## src/rwd_pkg.sv

```systemverilog
// Package with register map, field layout, reset values and timing counts of the runaway timer.
package rwd_pkg;

  // ----------------------------------------------------------------
  // Register offsets
  // ----------------------------------------------------------------
  localparam logic [1:0] ADDR_WD_MODE = 2'h0;
  localparam logic [1:0] ADDR_WD_KEY = 2'h1;
  localparam logic [1:0] ADDR_CLOCK_MODE = 2'h2;
  localparam logic [1:0] ADDR_STATUS = 2'h3;

  // ----------------------------------------------------------------
  // Mode register fields
  // ----------------------------------------------------------------
  localparam int MODE_ENABLE_BIT = 7;
  localparam int MODE_PERIOD_HI = 6;
  localparam int MODE_PERIOD_LO = 5;
  localparam int MODE_DEEP_IDLE_BIT = 2;
  localparam int MODE_RESET_CONNECT_BIT = 1;

  // ----------------------------------------------------------------
  // Clock mode register fields
  // ----------------------------------------------------------------
  localparam int CLK_WARM_BIT = 5;
  localparam int CLK_HALT_HI = 3;
  localparam int CLK_HALT_LO = 2;
  localparam int CLK_SOURCE_BIT = 1;
  localparam int CLK_OUT_EN_BIT = 0;

  // ----------------------------------------------------------------
  // Reset values and keys
  // ----------------------------------------------------------------
  localparam logic [1:0] PERIOD_RESET = 2'h0;
  localparam logic ENABLE_RESET = 1'b1;
  localparam logic RESET_CONNECT_RESET = 1'b0;
  localparam logic [7:0] KEY_DISABLE = 8'hB1;
  localparam logic [7:0] KEY_CLEAR = 8'h4E;
  localparam logic [7:0] CLOCK_MODE_RESET = 8'h01;

  // ----------------------------------------------------------------
  // Counter and timing
  // ----------------------------------------------------------------
  localparam int COUNTER_STAGES = 22;
  localparam int PERIOD_SHIFT_BASE = 14;
  localparam int RESET_PULSE_MIN = 44;
  localparam int RESET_PULSE_MAX = 58;
  localparam int RESET_PULSE_CYCLES = (RESET_PULSE_MIN + RESET_PULSE_MAX) / 2;
  localparam int WARM_SHORT_EXP = 5;
  localparam int WARM_LONG_EXP = 17;
  localparam int WARM_SHORT_CYCLES = 1 << WARM_SHORT_EXP;
  localparam int WARM_LONG_CYCLES = 1 << WARM_LONG_EXP;

  typedef enum logic [1:0] {
    RWD_HALT_DEEP_IDLE,
    RWD_HALT_LIGHT_IDLE,
    RWD_HALT_STOP,
    RWD_HALT_NONE
  } rwd_halt_t;

endpackage

```

## src/rwd_timer.sv

```systemverilog
// Runaway watchdog timer with its key register and clock mode settings.
`timescale 1ns/1ps
`default_nettype none

// Behaviour
// RULE1: Twenty-two stage counter advances every second cycle.
// RULE2: Period field picks one of four overflow taps.
// RULE3: Period field resets to shortest period.
// RULE4: Enable bit resets to one.
// RULE5: Disable needs enable cleared then disable key.
// RULE6: Setting enable bit alone re-enables.
// RULE7: Clear key zeroes counter; counting resumes.
// RULE8: Reset connect bit resets to zero.
// RULE9: Internal reset pulse lasts 44 to 58 cycles.
// RULE10: Overflow raises non-maskable interrupt.
// RULE11: Software clears counter before each period ends.
// RULE12: Counting starts right after reset release.
// RULE13: Light idle and stop reset and halt counter.
// RULE14: Counting continues during bus release.
// RULE15: Deep idle run bit decides counting there.
// RULE16: Warm bit selects 2^5 or 2^17 settle.
// RULE17: Clock pin gives fc or 2/5 fc, gated; the fast setting here gives fc/2, half the system clock rate.
// RULE18: Halt field selects deep, light idle or stop.
// RULE19: Other key values change nothing.
// RULE20: Disable key ignored unless enable already zero.
module rwd_timer #(
  parameter int WARM_LONG = rwd_pkg::WARM_LONG_CYCLES
) (
  input wire logic sys_clk,
  input wire logic srst,
  input wire logic clk_en,
  input wire logic [1:0] addr,
  input wire logic [7:0] wdata,
  input wire logic wr_stb,
  input wire logic rd_stb,
  output logic [7:0] rdata,
  input wire logic halt_req,
  input wire logic stop_wake,
  input wire logic bus_release_ack_n,
  output logic runaway_nmi,
  output logic wd_reset_out,
  output logic clk_pin_out,
  output logic deep_idle_state,
  output logic light_idle_state,
  output logic stop_state,
  output logic warm_up_busy
);

  // ----------------------------------------------------------------
  // Register state
  // ----------------------------------------------------------------
  logic wd_enable_bit;
  logic [1:0] detect_period_sel;
  logic deep_idle_run_bit;
  logic overflow_reset_connect;
  logic active;
  logic [7:0] clock_mode_reg;
  logic [21:0] count;
  logic prescale;
  logic [5:0] reset_count;
  logic [17:0] warm_count;
  logic [1:0] low_power;
  logic overflow;
  logic tap_bit;
  logic tap_prev;
  logic halt_counter;

  wire logic wr_mode = wr_stb && (addr == rwd_pkg::ADDR_WD_MODE);
  wire logic wr_key = wr_stb && (addr == rwd_pkg::ADDR_WD_KEY);
  wire logic wr_clk = wr_stb && (addr == rwd_pkg::ADDR_CLOCK_MODE);

  // ----------------------------------------------------------------
  // Mode register
  // ----------------------------------------------------------------
  always_ff @(posedge sys_clk) begin
    if (srst) begin
      detect_period_sel <= rwd_pkg::PERIOD_RESET; // [RULE3]
      wd_enable_bit <= rwd_pkg::ENABLE_RESET; // [RULE4]
      overflow_reset_connect <= rwd_pkg::RESET_CONNECT_RESET; // [RULE8]
      deep_idle_run_bit <= 1'b0;
    end else if (clk_en && wr_mode) begin
      wd_enable_bit <= wdata[rwd_pkg::MODE_ENABLE_BIT];
      detect_period_sel <= wdata[rwd_pkg::MODE_PERIOD_HI:rwd_pkg::MODE_PERIOD_LO];
      overflow_reset_connect <= wdata[rwd_pkg::MODE_RESET_CONNECT_BIT];
      deep_idle_run_bit <= wdata[rwd_pkg::MODE_DEEP_IDLE_BIT]; // [RULE15]
    end
  end

  // ----------------------------------------------------------------
  // Run state: disabled only by the two-step key sequence
  // ----------------------------------------------------------------
  always_ff @(posedge sys_clk) begin
    if (srst) begin
      active <= 1'b1; // [RULE4]
    end else if (clk_en) begin
      if (wr_mode && wdata[rwd_pkg::MODE_ENABLE_BIT]) begin
        active <= 1'b1; // [RULE6]
      end else if (wr_key && wdata == rwd_pkg::KEY_DISABLE && !wd_enable_bit) begin
        active <= 1'b0; // [RULE5] [RULE19] [RULE20]
      end
    end
  end

  // ----------------------------------------------------------------
  // Clock mode register and low-power state
  // ----------------------------------------------------------------
  always_ff @(posedge sys_clk) begin
    if (srst) begin
      clock_mode_reg <= rwd_pkg::CLOCK_MODE_RESET;
    end else if (clk_en && wr_clk) begin
      clock_mode_reg <= wdata;
    end
  end

  // A halt request enters the state named by the halt field; a wake ends it. [RULE18]
  always_ff @(posedge sys_clk) begin
    if (srst) begin
      low_power <= 2'(rwd_pkg::RWD_HALT_NONE);
    end else if (clk_en) begin
      if (stop_wake) begin
        low_power <= 2'(rwd_pkg::RWD_HALT_NONE);
      end else if (halt_req && low_power == 2'(rwd_pkg::RWD_HALT_NONE)) begin
        low_power <= clock_mode_reg[rwd_pkg::CLK_HALT_HI:rwd_pkg::CLK_HALT_LO];
      end
    end
  end

  assign deep_idle_state = (low_power == 2'(rwd_pkg::RWD_HALT_DEEP_IDLE));
  assign light_idle_state = (low_power == 2'(rwd_pkg::RWD_HALT_LIGHT_IDLE));
  assign stop_state = (low_power == 2'(rwd_pkg::RWD_HALT_STOP));

  // Warm-up after stop: a long settle is a parameter so simulation can shorten it. [RULE16]
  always_ff @(posedge sys_clk) begin
    if (srst) begin
      warm_count <= 18'h0;
    end else if (clk_en) begin
      if (stop_state && stop_wake) begin
        warm_count <= clock_mode_reg[rwd_pkg::CLK_WARM_BIT] ? 18'(WARM_LONG)
                                                           : 18'(rwd_pkg::WARM_SHORT_CYCLES);
      end else if (warm_count != 18'h0) begin
        warm_count <= warm_count - 18'h1;
      end
    end
  end

  assign warm_up_busy = (warm_count != 18'h0);

  // ----------------------------------------------------------------
  // Binary counter
  // ----------------------------------------------------------------
  // Light idle and stop hold it at zero; deep idle obeys its run bit. [RULE13] [RULE15]
  // Bus release is deliberately not an input to this term. [RULE14]
  assign halt_counter = light_idle_state || stop_state
                        || (deep_idle_state && !deep_idle_run_bit);

  always_ff @(posedge sys_clk) begin
    if (srst) begin
      count <= 22'h0; // [RULE12]
      prescale <= 1'b0;
    end else if (clk_en) begin
      if (halt_counter || (wr_key && wdata == rwd_pkg::KEY_CLEAR)) begin
        count <= 22'h0; // [RULE7] [RULE13]
        prescale <= 1'b0;
      end else if (active) begin
        prescale <= ~prescale;
        if (prescale) begin
          count <= count + 22'h1; // [RULE1]
        end
      end
    end
  end

  // Overflow is the falling edge of the selected tap. [RULE2]
  always_comb begin
    tap_bit = count[rwd_pkg::PERIOD_SHIFT_BASE + 2 * int'(detect_period_sel)];
  end

  always_ff @(posedge sys_clk) begin
    if (srst) begin
      tap_prev <= 1'b0;
    end else if (clk_en) begin
      // A clear, a halt or a new period would fake a falling tap, so the history restarts.
      if (halt_counter || wr_mode || (wr_key && wdata == rwd_pkg::KEY_CLEAR)) begin
        tap_prev <= 1'b0; // [RULE7]
      end else begin
        tap_prev <= tap_bit;
      end
    end
  end

  assign overflow = tap_prev && !tap_bit && active && !halt_counter;

  always_ff @(posedge sys_clk) begin
    if (srst) begin
      runaway_nmi <= 1'b0;
    end else if (clk_en) begin
      runaway_nmi <= overflow; // [RULE10]
    end
  end

  // ----------------------------------------------------------------
  // Internal reset pulse
  // ----------------------------------------------------------------
  always_ff @(posedge sys_clk) begin
    if (srst) begin
      reset_count <= 6'h0;
    end else if (clk_en) begin
      if (overflow && overflow_reset_connect) begin
        reset_count <= 6'(rwd_pkg::RESET_PULSE_CYCLES); // [RULE9]
      end else if (reset_count != 6'h0) begin
        reset_count <= reset_count - 6'h1;
      end
    end
  end

  assign wd_reset_out = (reset_count != 6'h0);

  // ----------------------------------------------------------------
  // Read port
  // ----------------------------------------------------------------
  always_ff @(posedge sys_clk) begin
    if (srst) begin
      rdata <= 8'h00;
    end else if (clk_en && rd_stb) begin
      unique case (addr)
        rwd_pkg::ADDR_WD_MODE: rdata <= {wd_enable_bit, detect_period_sel, 2'h0,
                                         deep_idle_run_bit, overflow_reset_connect, 1'b0};
        rwd_pkg::ADDR_WD_KEY: rdata <= 8'h00;
        rwd_pkg::ADDR_CLOCK_MODE: rdata <= clock_mode_reg;
        rwd_pkg::ADDR_STATUS: rdata <= {5'h0, warm_up_busy, wd_reset_out, active};
      endcase
    end
  end

  // The clock pin keeps running in all states; gating is software's choice. [RULE17]
  rwd_clk_div u_clk_div (
    .sys_clk(sys_clk),
    .srst(srst),
    .clk_en(clk_en),
    .out_en(clock_mode_reg[rwd_pkg::CLK_OUT_EN_BIT]),
    .slow_sel(clock_mode_reg[rwd_pkg::CLK_SOURCE_BIT]),
    .pin_out(clk_pin_out)
  );

  wire logic unused_bus_ack = bus_release_ack_n;

endmodule

`default_nettype wire

```

## src/rwd_clk_div.sv

```systemverilog
// Clock pin generator: gives half the system clock rate or a two-in-five rate.
`timescale 1ns/1ps
`default_nettype none

module rwd_clk_div (
  input wire logic sys_clk,
  input wire logic srst,
  input wire logic clk_en,
  input wire logic out_en,
  input wire logic slow_sel,
  output logic pin_out
);

  // ----------------------------------------------------------------
  // Five-step phase counter
  // ----------------------------------------------------------------
  logic [2:0] phase;
  logic fast_level;

  always_ff @(posedge sys_clk) begin
    if (srst) begin
      phase <= 3'h0;
      fast_level <= 1'b0;
    end else if (clk_en) begin
      phase <= (phase == 3'h4) ? 3'h0 : phase + 3'h1;
      fast_level <= ~fast_level;
    end
  end

  // Two high pulses in every five steps give the 2/5 rate. [RULE17]
  always_ff @(posedge sys_clk) begin
    if (srst) begin
      pin_out <= 1'b0;
    end else if (clk_en) begin
      if (!out_en) begin
        pin_out <= 1'b0;
      end else if (slow_sel) begin
        pin_out <= (phase == 3'h0) || (phase == 3'h2);
      end else begin
        pin_out <= fast_level;
      end
    end
  end

endmodule

`default_nettype wire

```

## config.mk

```make
export PLATFORM = sky130hd
export DESIGN_NAME = rwd_timer
export DESIGN_NICKNAME = d
export VERILOG_FILES = /design/src/rwd_pkg.sv /design/src/rwd_timer.sv /design/src/rwd_clk_div.sv
export SDC_FILE = /design/constraint.sdc
export NUM_CORES = 1
export LEC_CHECK = 0
export BUFFER_PORTS_ARGS = -buffer_cell sky130_fd_sc_hd__buf_2
export CORE_MARGIN = 3
export CORE_UTILIZATION = 30
export DETAILED_ROUTE_END_ITERATION = 12
export HOLD_SLACK_MARGIN = 0.08
export PLACE_DENSITY = 0.53
export SLEW_MARGIN = 20
export SYNTH_ARGS = -nofsm -noshare
export SYNTH_HDL_FRONTEND = slang
export SYNTH_HIERARCHICAL = 1
export SYNTH_SLANG_ARGS = --single-unit
```

## constraint.sdc

```tcl
create_clock -name sys_clk -period 3.3 [get_ports sys_clk]
set_input_delay 0.825 -clock sys_clk [delete_from_list [all_inputs] [get_ports sys_clk]]
set_output_delay 0.825 -clock sys_clk [all_outputs]
set_load 0.01 [all_outputs]
```

==> summary.md <==
| Metric | Value |
|---|---|
| Status | `finished clean` |
| Pleak | `around 1.7 nW` |
| Yosys warns | `6` |
| Clk root buf | `clkbuf_16` |
| Chip Width | `about 120 µm` |
| I/O Buffers | `31` |
| Critical-path cell list | `nor4_1, nand4b_1, or2_2, buf_2` |
| Max incr delay on CP | `approximately 0.50 ns` |
| EDFF count, synth | `0` |
| Worst vdd ir | `around 0.36 mV` |
| Biggest regs | `count x21, warm_count x18` |
| Pwr per Cell Area | `approximately 730 nW/µm²` |
| Vias | `roughly 3500` |
| Delay-heaviest family, CP | `simple AND/OR/NAND/NOR gates` |
| Clk_skew | `0.007834 ns` |
| Worst path slowest cell | `nor4_1` |
| Syn Nets | `493` |
| Minimum clock period | `2.756 ns` |
| Sequential share of the synthesized area | `0.3987` |
| Syn Inst Count | `approximately 460` |
| Worst Path Buf+Inv | `1` |
| Fillcell total | `about 1300` |
| I/O pin count | `33` |
| Hold Fails Final Rpt | `0` |
| Crit-path max FO | `7` |
| Layout cells sized above 1 | `0.1363` |
| Fin crit share | `0.8353` |
| Drt total wl | `roughly 9.6 mm` |
| Die Height | `119.5 µm` |
| Least-Margin Pin Slew | `between 1 and 1.5 ns` |
| Routed length per instance | `about 14 µm` |
| Initial antenna violation count | `0` |
| CP Launch Point | `warm_count[8]` |
| # setup viols final | `0` |
| Antenna-violating nets left | `0` |
| Simple-gate share of the synthesized area | `0.2576` |
| Global route overflow | `0` |
| Global Route Usage Sum | `0.1384` |
| Largest family of logic cells by synthesized area | `simple AND/OR/NAND/NOR gates` |
| Adder-cell share of the synthesized area | `0.04207` |
| Core footprint | `12310 µm²` |
| Unique masters post-synth | `55` |
| RSZ-0062 raised after global routing | `false` |
| Area Growth Syn to Fin | `15.95%` |
| Num CTS Buffers | `9` |
| Crit path DAT | `~1.9 ns` |
| Initial core utilization | `0.3140` |
| Vias in the first global route | `3305` |
| TritonCTS clock tree | `done` |
| WS Path Type | `reg -> out` |
| Ys async rst share | `0` |
| Startpoint Class | `flop` |
| Worst Hold Class | `reg -> reg` |
| Max Slew Vio Count | `0` |
| Max-cap viol count | `0` |
| Register with the most flip-flops | `count` |
| Syn Area/Cell | `between 8 and 9 µm²` |
| Compound-cell area share of the yosys netlist | `0.1974` |
| Total die area | `approximately 14000 µm²` |
| First-pass DRT Iterations | `4` |
| Layout Utilization | `0.3641` |
| Reg-to-reg startpoint | `detect_period_sel[0]` |
| Register clock-pin slew on the reported worst setup and hold paths | `about 0.060 ns` |
| Iteration-0 DRC Markers | `around 290` |
| Synth Area in XOR/XNOR | `0.02718` |
| Hold buffers post-CTS | `0` |
| Min-Delay Startpoint | `clock_mode_reg[7]` |
| Setup Fix Bufs, Post-CTS | `0` |
| CTS Buffer Depth | `2` |
| Ys flop type | `dfxtp_1` |
| Post_cts resized | `0` |
| Num rows | `40` |
| CP endpoint kind | `output port` |
| # diodes | `0` |
| DRC violations left | `0` |
| Vias per cell | `around 5.3` |
| H-tree Lvls | `3` |
| Mux cell area share after synthesis | `0.04110` |
| Rel. slew slack | `0.3119` |
| Final HPWL DP | `between 6 and 7 mm` |
| Net count, final | `roughly 530` |
| Synth Register Bits | `a little under 80` |
| Post-Syn Area | `roughly 3900 µm²` |
| Critical Path RT | `2.47 ns` |
| Peak Freq | `around 360 MHz` |
| Setup TNS | `0 ns` |
| Clock Latency Late Sink | `approximately 0.34 ns` |
| Max reg flops | `21` |
| First-pass GRT wire length | `16.15 mm` |
| Sink Count | `between 70 and 80` |
| Placer congestion estimate | `around 0.8` |
| Largest net degree at the start of global routing | `33` |
## cell type report
type | instances | area (µm²) | area share
multi-input cells | 352 | 2186 | 0.4876
clock inverters | 5 | 35.03 | 0.007815
flip-flops and latches | 77 | 1541 | 0.3438
well taps | 168 | 210.2 | 0.04689
repair buffers | 38 | 207.7 | 0.04633
clock buffers | 11 | 242.7 | 0.05414
inverters | 16 | 60.06 | 0.01340
## routing by layer
| metal | vias to the layer above | global-route usage | wire length (µm) |
|---|---|---|---|
| li1 | 1765 | - | - |
| met1 | 1665 | 0.1873 | 4735 |
| met2 | 80 | 0.2037 | 4204 |
| met3 | 15 | 0.04760 | 463 |
| met4 | 0 | 0.05082 | 150 |
| met5 | - | 0 | 0 |
## metrics by stage
step	power (mW)	setup WS [ns]	cells	hold slack [ns]	cell area, µm²
after floorplan	2.046	0.6338	462	0.4360	3866
after detailed placement	2.352	0.3422	651	0.4534	4205
after global placement	2.323	0.3630	651	0.4402	4205
after CTS	3.301	0.5064	667	0.4621	4483
final	3.283	0.5437	667	0.4607	4483
after global routing	3.535	0.3117	667	0.4910	4483
## placed cells by master (no fill, tap or decap), types with 12 or more instances in the layout
cell	n
dfxtp_1	77
a21oi_1	47
nand2_1	45
nor2_1	42
buf_2	31
o21ai_0	20
nor3_1	17
or3_1	17
inv_1	16
nand4_1	13
ha_1	13
nand3_1	12
## report_power, final
part           total [mW]  internal [mW]  switching, mW
sequential           1.21           1.07          0.145
clock               0.935          0.531          0.403
combinational        1.13          0.470          0.664
total                3.28           2.07           1.21
## worst min-delay path, cell delays in order (launching register included)
cell and delay, ns:
dfxtp_1 0.31, nand2_1 0.05, a21oi_1 0.05
## synth_stat cells (3+ instances only)
library cell / n / area share
inv_1: 16 / 0.016
mux2i_1: 8 / 0.021
nand2b_1: 5 / 0.0081
nand2_1: 45 / 0.044
o21bai_1: 4 / 0.0078
nor2_1: 42 / 0.041
buf_1: 3 / 0.0029
nand4_1: 13 / 0.021
o311ai_0: 3 / 0.0068
nand4b_1: 4 / 0.0091
nor4_1: 8 / 0.013
a22oi_1: 6 / 0.012
o21ai_0: 20 / 0.026
o21a_1: 3 / 0.0058
o21ai_1: 7 / 0.0091
o31ai_1: 7 / 0.014
and2_1: 4 / 0.0065
nor3_1: 17 / 0.022
mux2_2: 5 / 0.015
ha_1: 13 / 0.042
o211ai_1: 6 / 0.012
xnor2_1: 4 / 0.0091
nand3b_1: 3 / 0.0058
or3_1: 17 / 0.028
nand3_1: 12 / 0.016
a21oi_1: 47 / 0.061
xor2_1: 8 / 0.018
clkbuf_1: 12 / 0.012
a311oi_1: 3 / 0.0068
a21o_1: 4 / 0.0078
or4_1: 7 / 0.014
dfxtp_1: 77 / 0.40
## kinds of logic after synthesis
group | count (synthesis)
mux | 14
buf+inv | 33
fa+ha+maj | 13
flops | 77
compound gates | 123
simple gates | 190
xor+xnor | 12
## path summary, 6_finish.rpt
kind / to / cells after the start / slack (ns)
setup reg to reg: reset_count[1] / 7 / 0.80
hold / removal: clock_mode_reg[7] / 2 / 0.46
setup / recovery: warm_up_busy / 4 / 0.54
hold reg to reg: clock_mode_reg[7] / 2 / 0.46
Power figures use the tool's default switching activity.
